`src/include/pcs_map.vh`:
```
`ifndef PCS_MAP_VH
`define PCS_MAP_VH

// register byte addresses on the bus
`define PCS_ADR_COUNTER_LOW 8'h00
`define PCS_ADR_HIGH_HOLD 8'h04
`define PCS_ADR_FLAGS 8'h08
`define PCS_ADR_STACK_PTR 8'h0C
`define PCS_ADR_TOP_LOW 8'h10
`define PCS_ADR_TOP_HIGH 8'h14
`define PCS_ADR_CONFIG 8'h18
`define PCS_ADR_STACK_ERR 8'h1C

// flag register bit positions
`define PCS_BIT_CARRY 0
`define PCS_BIT_DIGIT 1
`define PCS_BIT_ZERO 2
`define PCS_BIT_POWERDOWN 3
`define PCS_BIT_TIMEOUT 4

// stack error register and config bit positions
`define PCS_BIT_OVF 7
`define PCS_BIT_UNF 6
`define PCS_BIT_ERR_RST 0

// stack geometry and pointer codes
`define PCS_STACK_DEPTH 16
`define PCS_PC_W 15
`define PCS_SP_EMPTY 5'h1F
`define PCS_SP_FULL 5'h0F
`define PCS_SP_WRAP_POP 5'h0E

// reset values and interrupt vector
`define PCS_RST_PC 15'h0000
`define PCS_RST_HOLD 7'h00
`define PCS_RST_ERR_RST 1'b0
`define PCS_IRQ_VECTOR 15'h0004

`endif

```
`src/rtl/pcs_core.v`:
```
// How it works
// - flag-updating ops override written zero/digit/carry; zero-only ops here still take written digit/carry
// - timeout and powerdown never register-writable
// - subtraction carries are active-low borrows
// - 15-bit counter, low byte read/write
// - any reset clears whole counter
// - low byte write loads holding into high
// - call takes operand plus holding bits 6:3
// - computed call uses wreg and holding
// - wreg branch: counter+1+unsigned wreg
// - relative branch: counter+1+signed operand
// - sixteen fifteen-bit levels, separate storage
// - calls/interrupt push, returns pop, holding kept
// - error reset off: stack wraps circularly
// - overflow/underflow flags set in both modes
// - error reset on: overflow/underflow resets device
// - stack pointer selects exposed top entry
// - push increments then writes; pop reads first
// - pointer marks last pushed entry
// - digit carry from bit 3, carry from msb
// - powerdown cleared by sleep, set by clrwdt
//
// Our own choices: register access over Wishbone and the placing of the registers.
`timescale 1ns/1ps
`default_nettype none
`include "pcs_map.vh"

module pcs_core (
    input wire MCLK_I,            // core clock
    input wire RST_I,             // any device reset, sync, high
    input wire POR_I,             // reset is power-up, with RST_I
    input wire [7:0] ADR_I,       // wishbone byte address
    input wire [31:0] DAT_I,      // wishbone write data
    output wire [31:0] DAT_O,     // wishbone read data
    input wire WE_I,              // wishbone write
    input wire [3:0] SEL_I,       // wishbone byte lanes
    input wire CYC_I,             // wishbone cycle
    input wire STB_I,             // wishbone strobe
    output wire ACK_O,            // wishbone acknowledge
    input wire INC_I,             // advance counter by one
    input wire LOW_WR_I,          // instruction writes low byte
    input wire [7:0] LOW_DATA_I,  // low byte value
    input wire HOLD_WR_I,         // instruction writes holding
    input wire [6:0] HOLD_DATA_I, // holding value
    input wire CALL_I,            // direct call
    input wire [10:0] CALL_OP_I,  // call operand
    input wire CCALL_I,           // computed call
    input wire WBR_I,             // branch by wreg
    input wire RBR_I,             // relative branch
    input wire [8:0] REL_OP_I,    // signed branch offset
    input wire RETURN_I,          // any of the three returns
    input wire IRQ_I,             // interrupt vectoring
    input wire [7:0] WREG_I,      // working register
    input wire ARITH_EN_I,        // add or subtract executes
    input wire ARITH_SUB_I,       // subtract a - b
    input wire [7:0] ARITH_A_I,   // first operand
    input wire [7:0] ARITH_B_I,   // second operand
    input wire ZONLY_EN_I,        // logic op updates zero only
    input wire ZONLY_I,           // zero value for logic op
    input wire FLAG_WR_I,         // instruction writes flag reg
    input wire [7:0] FLAG_DATA_I, // flag reg write value
    input wire SLEEP_I,           // sleep executes
    input wire CLRWDT_I,          // watchdog clear executes
    input wire WDT_TO_I,          // watchdog time-out
    output wire [`PCS_PC_W-1:0] PC_O, // program counter
    output wire [7:0] FLAGS_O,    // flag register
    output wire [7:0] ARITH_RES_O, // last arithmetic result
    output wire DEV_RESET_O       // stack error reset request
);
    reg [`PCS_PC_W-1:0] pc_q, pc_d;
    reg [6:0] hold_q;
    reg [4:0] sp_q, sp_d;
    reg z_q, digit_q, c_q, to_q, pwrdn_q;
    reg ovf_q, unf_q, ovf_set, unf_set;
    reg err_rst_q;
    reg rst_req_q, rst_req_d;
    reg ack_q;
    reg [31:0] dat_q;
    reg [7:0] res_q;
    reg mem_we;
    reg [3:0] mem_widx;
    reg [`PCS_PC_W-1:0] mem_wdata;
    wire [`PCS_PC_W-1:0] tos;
    wire [`PCS_PC_W-1:0] pc_inc;
    wire [`PCS_PC_W-1:0] call_tgt, ccall_tgt, wbr_tgt, rbr_tgt;
    wire [4:0] sp_push, sp_pop;
    wire push, pop, bus_req, bus_wr, bus_rd;
    wire [8:0] sum9;
    wire [4:0] sum5;
    wire [7:0] b_eff;
    reg [31:0] rd_val;

    function hit;
        input [7:0] adr;
        input [7:0] off;
        begin
            hit = (adr == off);
        end
    endfunction

    // bus: ack one cycle after request, write lands with ack
    assign bus_req = CYC_I & STB_I;
    assign bus_wr = bus_req & ack_q & WE_I & SEL_I[0];
    assign bus_rd = bus_req & ~ack_q;
    assign ACK_O = ack_q;
    assign DAT_O = dat_q;

    assign pc_inc = pc_q + 15'h0001;
    assign call_tgt = {hold_q[6:3], CALL_OP_I};
    assign ccall_tgt = {hold_q, WREG_I};
    assign wbr_tgt = pc_inc + {7'h00, WREG_I};
    assign rbr_tgt = pc_inc + {{6{REL_OP_I[8]}}, REL_OP_I};

    // five-bit pointer: all ones means empty, so 0 is first level
    assign sp_push = (sp_q == `PCS_SP_FULL) ? 5'h00 : sp_q + 5'h01;
    assign sp_pop = (sp_q == `PCS_SP_EMPTY) ? `PCS_SP_WRAP_POP
                                            : sp_q - 5'h01;
    assign push = IRQ_I | CALL_I | CCALL_I;
    assign pop = RETURN_I;

    pcs_stack_mem u_stack (
        .clk_i(MCLK_I),
        .we_i(mem_we),
        .widx_i(mem_widx),
        .wdata_i(mem_wdata),
        .ridx_i(sp_q[3:0]),
        .rdata_o(tos)
    );

    // core events beat a software access in the same cycle
    always @*
    begin
        pc_d = pc_q;
        sp_d = sp_q;
        mem_we = 1'b0;
        mem_widx = sp_q[3:0];
        mem_wdata = tos;
        ovf_set = 1'b0;
        unf_set = 1'b0;
        rst_req_d = 1'b0;
        if (push)
        begin
            ovf_set = (sp_q == `PCS_SP_FULL);
            if ((sp_q == `PCS_SP_FULL) && err_rst_q)
            begin
                rst_req_d = 1'b1;
            end
            else
            begin
                sp_d = sp_push;
                mem_we = 1'b1;
                mem_widx = sp_push[3:0];
                if (IRQ_I)
                begin
                    mem_wdata = pc_q;
                    pc_d = `PCS_IRQ_VECTOR;
                end
                else if (CALL_I)
                begin
                    mem_wdata = pc_inc;
                    pc_d = call_tgt;
                end
                else
                begin
                    mem_wdata = pc_inc;
                    pc_d = ccall_tgt;
                end
            end
        end
        else if (pop)
        begin
            unf_set = (sp_q == `PCS_SP_EMPTY);
            if ((sp_q == `PCS_SP_EMPTY) && err_rst_q)
            begin
                rst_req_d = 1'b1;
            end
            else
            begin
                pc_d = tos;
                sp_d = sp_pop;
            end
        end
        else if (WBR_I)
        begin
            pc_d = wbr_tgt;
        end
        else if (RBR_I)
        begin
            pc_d = rbr_tgt;
        end
        else if (LOW_WR_I)
        begin
            pc_d = {hold_q, LOW_DATA_I};
        end
        else if (INC_I)
        begin
            pc_d = pc_inc;
        end
        else if (bus_wr)
        begin
            if (hit(ADR_I, `PCS_ADR_COUNTER_LOW))
            begin
                pc_d = {hold_q, DAT_I[7:0]};
            end
            else if (hit(ADR_I, `PCS_ADR_STACK_PTR))
            begin
                sp_d = DAT_I[4:0];
            end
            else if (hit(ADR_I, `PCS_ADR_TOP_LOW))
            begin
                mem_we = 1'b1;
                mem_wdata = {tos[14:8], DAT_I[7:0]};
            end
            else if (hit(ADR_I, `PCS_ADR_TOP_HIGH))
            begin
                mem_we = 1'b1;
                mem_wdata = {DAT_I[6:0], tos[7:0]};
            end
        end
    end

    always @(posedge MCLK_I)
    begin
        if (RST_I)
        begin
            pc_q <= `PCS_RST_PC;
            sp_q <= `PCS_SP_EMPTY;
            rst_req_q <= 1'b0;
        end
        else
        begin
            pc_q <= pc_d;
            sp_q <= sp_d;
            rst_req_q <= rst_req_d;
        end
    end

    // holding register: stack traffic leaves it alone
    always @(posedge MCLK_I)
    begin
        if (RST_I)
        begin
            hold_q <= `PCS_RST_HOLD;
            err_rst_q <= `PCS_RST_ERR_RST;
        end
        else
        begin
            if (HOLD_WR_I)
            begin
                hold_q <= HOLD_DATA_I;
            end
            else if (bus_wr && hit(ADR_I, `PCS_ADR_HIGH_HOLD))
            begin
                hold_q <= DAT_I[6:0];
            end
            if (bus_wr && hit(ADR_I, `PCS_ADR_CONFIG))
            begin
                err_rst_q <= DAT_I[`PCS_BIT_ERR_RST];
            end
        end
    end

    // subtraction adds the complement, so carries read as not-borrow
    assign b_eff = ARITH_SUB_I ? ~ARITH_B_I : ARITH_B_I;
    assign sum9 = {1'b0, ARITH_A_I} + {1'b0, b_eff}
                  + {8'h00, ARITH_SUB_I};
    assign sum5 = {1'b0, ARITH_A_I[3:0]} + {1'b0, b_eff[3:0]}
                  + {4'h0, ARITH_SUB_I};

    always @(posedge MCLK_I)
    begin
        if (RST_I && POR_I)
        begin
            z_q <= 1'b0;
            digit_q <= 1'b0;
            c_q <= 1'b0;
            res_q <= 8'h00;
        end
        else if (!RST_I)
        begin
            if (ARITH_EN_I)
            begin
                res_q <= sum9[7:0];
                z_q <= (sum9[7:0] == 8'h00);
                digit_q <= sum5[4];
                c_q <= sum9[8];
            end
            else if (ZONLY_EN_I)
            begin
                z_q <= ZONLY_I;
                if (FLAG_WR_I)
                begin
                    digit_q <= FLAG_DATA_I[`PCS_BIT_DIGIT];
                    c_q <= FLAG_DATA_I[`PCS_BIT_CARRY];
                end
            end
            else if (FLAG_WR_I)
            begin
                z_q <= FLAG_DATA_I[`PCS_BIT_ZERO];
                digit_q <= FLAG_DATA_I[`PCS_BIT_DIGIT];
                c_q <= FLAG_DATA_I[`PCS_BIT_CARRY];
            end
            else if (bus_wr && hit(ADR_I, `PCS_ADR_FLAGS))
            begin
                z_q <= DAT_I[`PCS_BIT_ZERO];
                digit_q <= DAT_I[`PCS_BIT_DIGIT];
                c_q <= DAT_I[`PCS_BIT_CARRY];
            end
        end
    end

    // timeout/powerdown only move on their events; warm resets keep them
    always @(posedge MCLK_I)
    begin
        if (RST_I && POR_I)
        begin
            to_q <= 1'b1;
            pwrdn_q <= 1'b1;
        end
        else if (!RST_I)
        begin
            if (WDT_TO_I)
            begin
                to_q <= 1'b0;
            end
            else if (SLEEP_I || CLRWDT_I)
            begin
                to_q <= 1'b1;
            end
            if (SLEEP_I)
            begin
                pwrdn_q <= 1'b0;
            end
            else if (CLRWDT_I)
            begin
                pwrdn_q <= 1'b1;
            end
        end
    end

    // stack flags must outlive the reset they trigger; set beats clear
    always @(posedge MCLK_I)
    begin
        if (RST_I && POR_I)
        begin
            ovf_q <= 1'b0;
            unf_q <= 1'b0;
        end
        else if (!RST_I)
        begin
            if (ovf_set)
            begin
                ovf_q <= 1'b1;
            end
            else if (bus_wr && hit(ADR_I, `PCS_ADR_STACK_ERR)
                     && DAT_I[`PCS_BIT_OVF])
            begin
                ovf_q <= 1'b0;
            end
            if (unf_set)
            begin
                unf_q <= 1'b1;
            end
            else if (bus_wr && hit(ADR_I, `PCS_ADR_STACK_ERR)
                     && DAT_I[`PCS_BIT_UNF])
            begin
                unf_q <= 1'b0;
            end
        end
    end

    always @*
    begin
        rd_val = 32'h00000000;
        if (hit(ADR_I, `PCS_ADR_COUNTER_LOW))
        begin
            rd_val[7:0] = pc_q[7:0];
        end
        else if (hit(ADR_I, `PCS_ADR_HIGH_HOLD))
        begin
            rd_val[6:0] = hold_q;
        end
        else if (hit(ADR_I, `PCS_ADR_FLAGS))
        begin
            rd_val[7:0] = FLAGS_O;
        end
        else if (hit(ADR_I, `PCS_ADR_STACK_PTR))
        begin
            rd_val[4:0] = sp_q;
        end
        else if (hit(ADR_I, `PCS_ADR_TOP_LOW))
        begin
            rd_val[7:0] = tos[7:0];
        end
        else if (hit(ADR_I, `PCS_ADR_TOP_HIGH))
        begin
            rd_val[6:0] = tos[14:8];
        end
        else if (hit(ADR_I, `PCS_ADR_CONFIG))
        begin
            rd_val[`PCS_BIT_ERR_RST] = err_rst_q;
        end
        else if (hit(ADR_I, `PCS_ADR_STACK_ERR))
        begin
            rd_val[`PCS_BIT_OVF] = ovf_q;
            rd_val[`PCS_BIT_UNF] = unf_q;
        end
    end

    always @(posedge MCLK_I)
    begin
        if (RST_I)
        begin
            ack_q <= 1'b0;
            dat_q <= 32'h00000000;
        end
        else
        begin
            ack_q <= bus_req & ~ack_q;
            if (bus_rd)
            begin
                dat_q <= rd_val;
            end
        end
    end

    assign FLAGS_O = {3'b000, to_q, pwrdn_q, z_q, digit_q, c_q};
    assign PC_O = pc_q;
    assign ARITH_RES_O = res_q;
    assign DEV_RESET_O = rst_req_q;
endmodule
`default_nettype wire

```
`src/rtl/pcs_stack_mem.v`:
```
`timescale 1ns/1ps
`default_nettype none
`include "pcs_map.vh"

module pcs_stack_mem (
    input wire clk_i,                   // core clock
    input wire we_i,                    // write strobe
    input wire [3:0] widx_i,            // write level
    input wire [`PCS_PC_W-1:0] wdata_i, // write value
    input wire [3:0] ridx_i,            // read level
    output wire [`PCS_PC_W-1:0] rdata_o // read value
);
    wire [`PCS_PC_W-1:0] lvl [0:`PCS_STACK_DEPTH-1];
    wire [`PCS_STACK_DEPTH-1:0] wsel;

    // one-hot level select keeps the loop index out of the compare
    assign wsel = 16'h0001 << widx_i;

    // levels are not reset: contents are undefined until pushed
    genvar g;
    generate
        for (g = 0; g < `PCS_STACK_DEPTH; g = g + 1)
        begin : g_lvl
            reg [`PCS_PC_W-1:0] ent_q;
            always @(posedge clk_i)
            begin
                if (we_i && wsel[g])
                begin
                    ent_q <= wdata_i;
                end
            end
            assign lvl[g] = ent_q;
        end
    endgenerate

    assign rdata_o = lvl[ridx_i];
endmodule
`default_nettype wire

```
`config.mk`:
```
export PLATFORM = sky130hd
export DESIGN_NAME = pcs_core
export DESIGN_NICKNAME = d
export VERILOG_FILES = /design/src/rtl/pcs_core.v /design/src/rtl/pcs_stack_mem.v
export VERILOG_INCLUDE_DIRS = /design/src /design/src/include
export SDC_FILE = /design/constraint.sdc
export NUM_CORES = 1
export LEC_CHECK = 0
export ABC_AREA = 1
export BUFFER_PORTS_ARGS = -buffer_cell sky130_fd_sc_hd__buf_4
export CAP_MARGIN = 20
export CORE_MARGIN = 2
export CORE_UTILIZATION = 45
export CTS_CLUSTER_DIAMETER = 120
export CTS_CLUSTER_SIZE = 20
export DETAILED_ROUTE_END_ITERATION = 8
export PLACE_DENSITY = 0.62
export SLEW_MARGIN = 30
export SYNTH_ARGS = -nofsm -noshare
export SYNTH_HDL_FRONTEND = slang
export SYNTH_SLANG_ARGS = --single-unit
export TNS_END_PERCENT = 5
```
`constraint.sdc`:
```
create_clock -name MCLK_I -period 3.1 [get_ports MCLK_I]
set_input_delay 0.31 -clock MCLK_I [delete_from_list [all_inputs] [get_ports MCLK_I]]
set_output_delay 0.31 -clock MCLK_I [all_outputs]
set_load 0.05 [all_outputs]
```
; Yosys cells after proc, flatten, opt, wreduce, memory -nomap -nowiden
; Cells that the tools add are included.
[totals]
regBits = 293
input_bits = 134
[op_classes]
n_addsub = 9
magnitude_cmp = 1
n_eq_ne = 17
shifts = 1
n_mux = 101
n_bitwise = 11
reduce_logical = 48
[op_table]
columns = op, count
row1 = $mux W15, 26
row2 = $mux W5, 15
row3 = $bmux W15 S4, 1
row4 = $mux W1, 46
row5 = $eq A8 B5 Y1 const B, 4
row6 = $mux W8, 4
row7 = $logic_and A1 B1 Y1, 25
row8 = $mux W7, 3
row9 = $eq A8 B4 Y1 const B, 2
row10 = $logic_not A8 Y1, 2
row11 = $shl A1 B4 Y16 const A, 1
row12 = $add A15 B1 Y15 const B, 1
row13 = $add A15 B15 Y15, 1
row14 = $add A15 B8 Y15, 1
row15 = $reduce_bool A7 Y1, 2
row16 = $ne A3 B1 Y1 const B, 4
row17 = $reduce_and A2 Y1, 6
row18 = $mux W11, 1
row19 = $reduce_bool A2 Y1, 5
row20 = $add A8 B8 Y9, 1
row21 = $add A9 B1 Y9, 1
row22 = $reduce_and A9 Y1, 1
row23 = $reduce_bool A3 Y1, 3
row24 = $eq A8 B3 Y1 const B, 1
row25 = other kinds (22), 31

; Logic depth before layout (Yosys ltp)
[logic_depth]
word_depth = 15
ltp_mapped = 21
depth_no_buf = 21

; Modules after synthesis
; From an unflattened synthesis, not the netlist that was laid out.
[unflattened]
cells_unflattened = 2030
hier_area_um2 = 16694.8
[by_module_without_submodules]
columns = module, n_inst, cells_per_inst, area_each_um2, seq_area_each_um2
row1 = pcs_stack_mem, 1, 997, 10327.4, 7206.9
row2 = pcs_core, 1, 1033, 6367.4, 1061.0

; Worst setup path before layout
; OpenSTA, ideal clock, no wires.
[synth_path]
path_type = register to register
from = register pc_q[0], in the netlist PC_O[0]
to = register pc_q[13], in the netlist PC_O[13]
arrival_time_ns = 2.751
t_required_ns = 3.033
setup_slack_ns = 0.283
stages_incl_launch_ff = 21
n_path_buf = 0
period_less_slack_ns = 2.817
cell_sequence = dfxtp_1 -> ha_1 -> nand3_1 -> nor2_4 -> nand3_1 -> nand2_4 -> inv_1 -> ha_1 -> nand2_1 -> nand2_1 -> nand3_1 -> nand2_1 -> a21oi_1 -> nand2_1 -> nand2_1 -> nand3_1 -> nand2_1 -> nand2_1 -> nand3_1 -> nand2_1 -> a21oi_2
[synth_via]
elab_chain_len = 7
word_cells_on_any_way = 9
classes_between = add/sub: 3 / mux: 6
[synth_lines]
columns = element, line
row1 = start: declaration, pcs_core.v:70  ; reg [`PCS_PC_W-1:0] pc_q, pc_d;
row2 = start signal: assignment, pcs_core.v:226  ; pc_q <= `PCS_RST_PC;
row3 = start signal: assignment, pcs_core.v:232  ; pc_q <= pc_d;
row4 = $add A15 B1 Y15 (*), pcs_core.v:108  ; assign pc_inc = pc_q + 15'h0001;
row5 = "parallel branches: the longest is 3 deep, another holds $add A15 B15 Y15", n/a
row6 = $mux W15 (*), pcs_core.v:183  ; else if (WBR_I)
row7 = $mux W15 (*), pcs_core.v:170  ; else if (pop)
row8 = $mux W15 (*), pcs_core.v:141  ; if (push)
; Every way passes the cells marked *.
; A chain may end at the register's enable or synchronous reset.

; Final worst setup path
[layout_path]
from = register sp_q[0]
to = register u_stack.g_lvl[15].ent_q[2] (enable)
[layout_via]
elab_chain_len = 6
word_cells_on_any_way = 10
classes_between = add/sub: 1 / eq/ne: 1 / shift: 1 / mux: 5 / reduce/logical: 2
[layout_lines]
columns = element, line
row1 = start: declaration, pcs_core.v:72  ; reg [4:0] sp_q, sp_d;
row2 = start signal: assignment, pcs_core.v:227  ; sp_q <= `PCS_SP_EMPTY;
row3 = start signal: assignment, pcs_core.v:233  ; sp_q <= sp_d;
row4 = $add A5 B1 Y5 / $eq A5 B4 Y1 (equally long branches), n/a
row5 = $mux W5 / $logic_and A1 B1 Y1 (equally long branches), "pcs_core.v:115, pcs_core.v:144"
row6 = $mux W4, pcs_core.v:144  ; if ((sp_q == `PCS_SP_FULL) && err_rst_q)
row7 = $mux W4, pcs_core.v:141
row8 = $shl A1 B4 Y16, pcs_stack_mem.v:17  ; assign wsel = 16'h0001 << widx_i;
row9 = $logic_and A1 B1 Y1 (*), pcs_stack_mem.v:27  ; if (we_i && wsel[g])
row10 = end signal: assignment, pcs_stack_mem.v:29  ; ent_q <= wdata_i;
row11 = end: declaration, pcs_stack_mem.v:24  ; reg [`PCS_PC_W-1:0] ent_q;
; Mark *: on every way between the ends. The rest lies on a longest branch, timed or not.

==> results.toml <==
[setup_path]
critPathTopFamily = "simple AND/OR/NAND/NOR gates"
r2r_slack_ps = 240
worst_path_largest_cell_delay_ps = 530
slowest_stage = "dfxtp_4"
criticalPathCategory = "flop to flop"
required_ps = 3310
crit_buf_inv = 4
crit_path_end_kind = "flop"
arrival_ps = 3070
path_max_fanout = 23
critPathLaunchType = "flop"
crit_path_cell_trace = "ha_1, nand3_2, nor2_1, nand2_1, inv_1, nor2_2, inv_2, a21oi_2, inv_1, nand3_1, nor2_1, buf_4"

[route]
dr.first_iter.drc_count = 1267
num_vias = 13840
drc_errors = 0
drt_wl_total_um = 48890
drt_pass1_iterations = 6
wl_per_cell_um = 19.74
vias_per_cell = 5.589
ant_nets = 0

[placed_design]
gp_congestion = 0.9395
pre_cts_ws_ps = 235.7
port_buffers = 139
dpl_cell_area_um2 = 18030
dp_hpwl_um = 35270

[floorplanning]
initial_core_util_pct = 45.73
die-area_um2 = 37680
row_count = 69
core_um2 = 35570
die_h_um = 194.1
num_io_pins = 199
die_x_um = 194.1

[power_and_ir_drop]
total_power_mw = 10.35
vdd_drop_max_mv = 0.4440
power-per-cell-area_nw_per_um2 = 557.8
p_leak_nw = 7.442

[grt]
overflow = 0
first_global_vias = 12780
antenna_found_initial = 0
grt_pass1_wl_um = 74160
grt_max_degree = 74
track_usage_pct = 25.05

[logic_synthesis]
synth-xor-area-share_pct = 1.661
yosys_warnings = 0
synthAdderAreaFrac_pct = 3.138
synth_top_family_by_area = "simple AND/OR/NAND/NOR gates"
synth_ff_type = "edfxtp_1"
synth_cell_types = 57
syn_inst = 1849
synth.area.top_cells = "edfxtp_1 44%, nand2_1 7.2%, dfxtp_1 6.5%"
synth_compound_area_share_pct = 15.80
avgSynthCellArea_um2 = 8.798
seq_area_frac_synth_pct = 50.83
netlist.area_leader.share_pct = 44.30
synth_edf_count = 240
async_flop_share_pct = 0
synth-seq-cells = 293
syn_area_um2 = 16270
synth_mux_area_share_pct = 0
synth_top_cell_by_area = "edfxtp_1"
synthSimpleGateAreaFrac_pct = 20.86

[sta]
grt_setup_unrepaired = "false"
hold_viol = 0
max_freq_mhz = 349.3
fin_crit_ps = 2863
final.setup.tns_ps = 0
slew_violations = 0
fin_crit_sh_pct = 92.35
finClkSkew_ps = 21.45
setup_viol = 0
relSlewSlack_pct = 60.43
worst_slack_ps = 237.0
worstMarginPinSlew_ps = 592.2

[run]
cap_viol_max_count = 0

[layout]
layout-drive-gt1-share_pct = 16.82
final_area_um2 = 18560
nets = 2185
syn_to_final_growth_pct = 14.11
antennaDiodeCount = 0

[clock_tree]
cts_tree = "built"
htreeDepth = 1
clockBufferDepth = 3
clk_latency_ps = 530
cts_root_buffer = "clkbuf_16"
cts-buffers-inserted = 18
clk_pin_slew_ps = 90
clock_sinks = 293

[run_status]
outcome = "complete, no violations"

[min_path]
min_path_type = "input pin to flop"
layer usage:
metal	share of wire (%)	wire length, um	GRT usage (%)	up-vias
li1	-	-	-	6659
met1	44	21730	36.27	6609
met2	47	22810	40.60	518
met3	7.1	3450	2.818	58
met4	1.8	894	5.443	0
met5	0	0	0	-
cells by family after synthesis:
group,after synthesis
simple gates,770
compound gates,452
flops,293
buf+inv,264
fa+ha+maj,39
xor+xnor,30
other cells,1
synth_stat cells, drive strengths merged, types with 27 or more instances:
| master | count |
|---|---|
| o211ai | 41 |
| dfxtp | 53 |
| o21ai | 229 |
| nor2 | 269 |
| nand2 | 327 |
| inv | 143 |
| a21oi | 126 |
| buf | 89 |
| ha | 36 |
| edfxtp | 240 |
| nand3 | 136 |
| clkbuf | 27 |
path summary, 6_finish.rpt:
kind | start | endpoint | depth (start not counted)
hold reg to reg | DAT_O[6] | DAT_O[6] | 2
setup reg to reg | sp_q[0] | u_stack.g_lvl[15].ent_q[2] | 12
hold / removal | HOLD_DATA_I[2] | hold_q[2] | 3
setup / recovery | sp_q[0] | u_stack.g_lvl[15].ent_q[2] | 12
cells in the final DEF (no fill, tap or decap), types with 3 or more instances in the layout:
cell	instances
nand2_1	310
nor2_1	244
edfxtp_1	240
buf_4	228
o21ai_0	203
nand3_1	132
inv_1	127
a21oi_1	121
dfxtp_1	48
o211ai_1	41
ha_1	36
conb_1	27
xor2_1	23
o21ai_1	23
nand4_1	19
clkbuf_16	18
inv_2	16
nor2_2	15
o221ai_1	15
a31oi_1	14
nand2_2	11
nor2_4	8
xnor2_1	6
nor3_2	6
nor3_1	6
nand2_4	6
o22ai_1	6
clkinv_1	5
a21oi_2	5
dfxtp_2	4
clkbuf_1	4
nand3_2	3
or2_2	3
a22oi_1	3
fa_1	3
buf_12	3
cell type report:
cell class / count / area, um2
clock buffers: 22 / 465.4
clock inverters: 2 / 38.79
fillers: 3339 / 17010
inverters: 148 / 555.5
multi-input cells: 1318 / 6858
flip-flops and latches: 293 / 8277
well taps: 461 / 576.8
repair buffers: 233 / 1792
through the flow:
step | instances | hold WS (ps) | utilization [%]
detailed placement | 2450 | 460.3 | 50.68
global route | 2477 | 78.77 | 52.19
finish | 2477 | 76.46 | 52.19
floorplan | 1875 | 398.6 | -
CTS | 2476 | 72.48 | 52.16
global placement | 2449 | 460.0 | 50.66
registers in the layout (all words and copies together), names as in the netlist:
signal and cells:
ACK_O 1, unf_q 1, z_q 1, hold_q 7, PC_O 15, digit_q 1
ovf_q 1, c_q 1, u_stack.g_lvl.ent_q 240, ARITH_RES_O 8, DAT_O 8, to_q 1
DEV_RESET_O 1, sp_q 5, err_rst_q 1, pwrdn_q 1
power breakdown:
| group | internal, mW | switching, mW | leakage [nW] |
|---|---|---|---|
| sequential | 4.78 | 0.142 | 2.64 |
| clock | 1.08 | 1.27 | 0.242 |
| combinational | 0.927 | 2.16 | 4.56 |
worst min-delay path, cell delays in order:
cell and delay [ps]:
buf_4 110, nand2_1 60, a31oi_1 70
timing repair:
| action | in CTS | in global routing |
|---|---|---|
| endpoints found under the setup margin | 0 | 4 |
| hold buffers | 2 | 0 |
| endpoints found under the hold margin | 2 | 0 |
| setup buffers | 0 | 1 |
| gates resized for setup | 0 | 3 |
No activity file was read; power rests on OpenSTA's default activity.
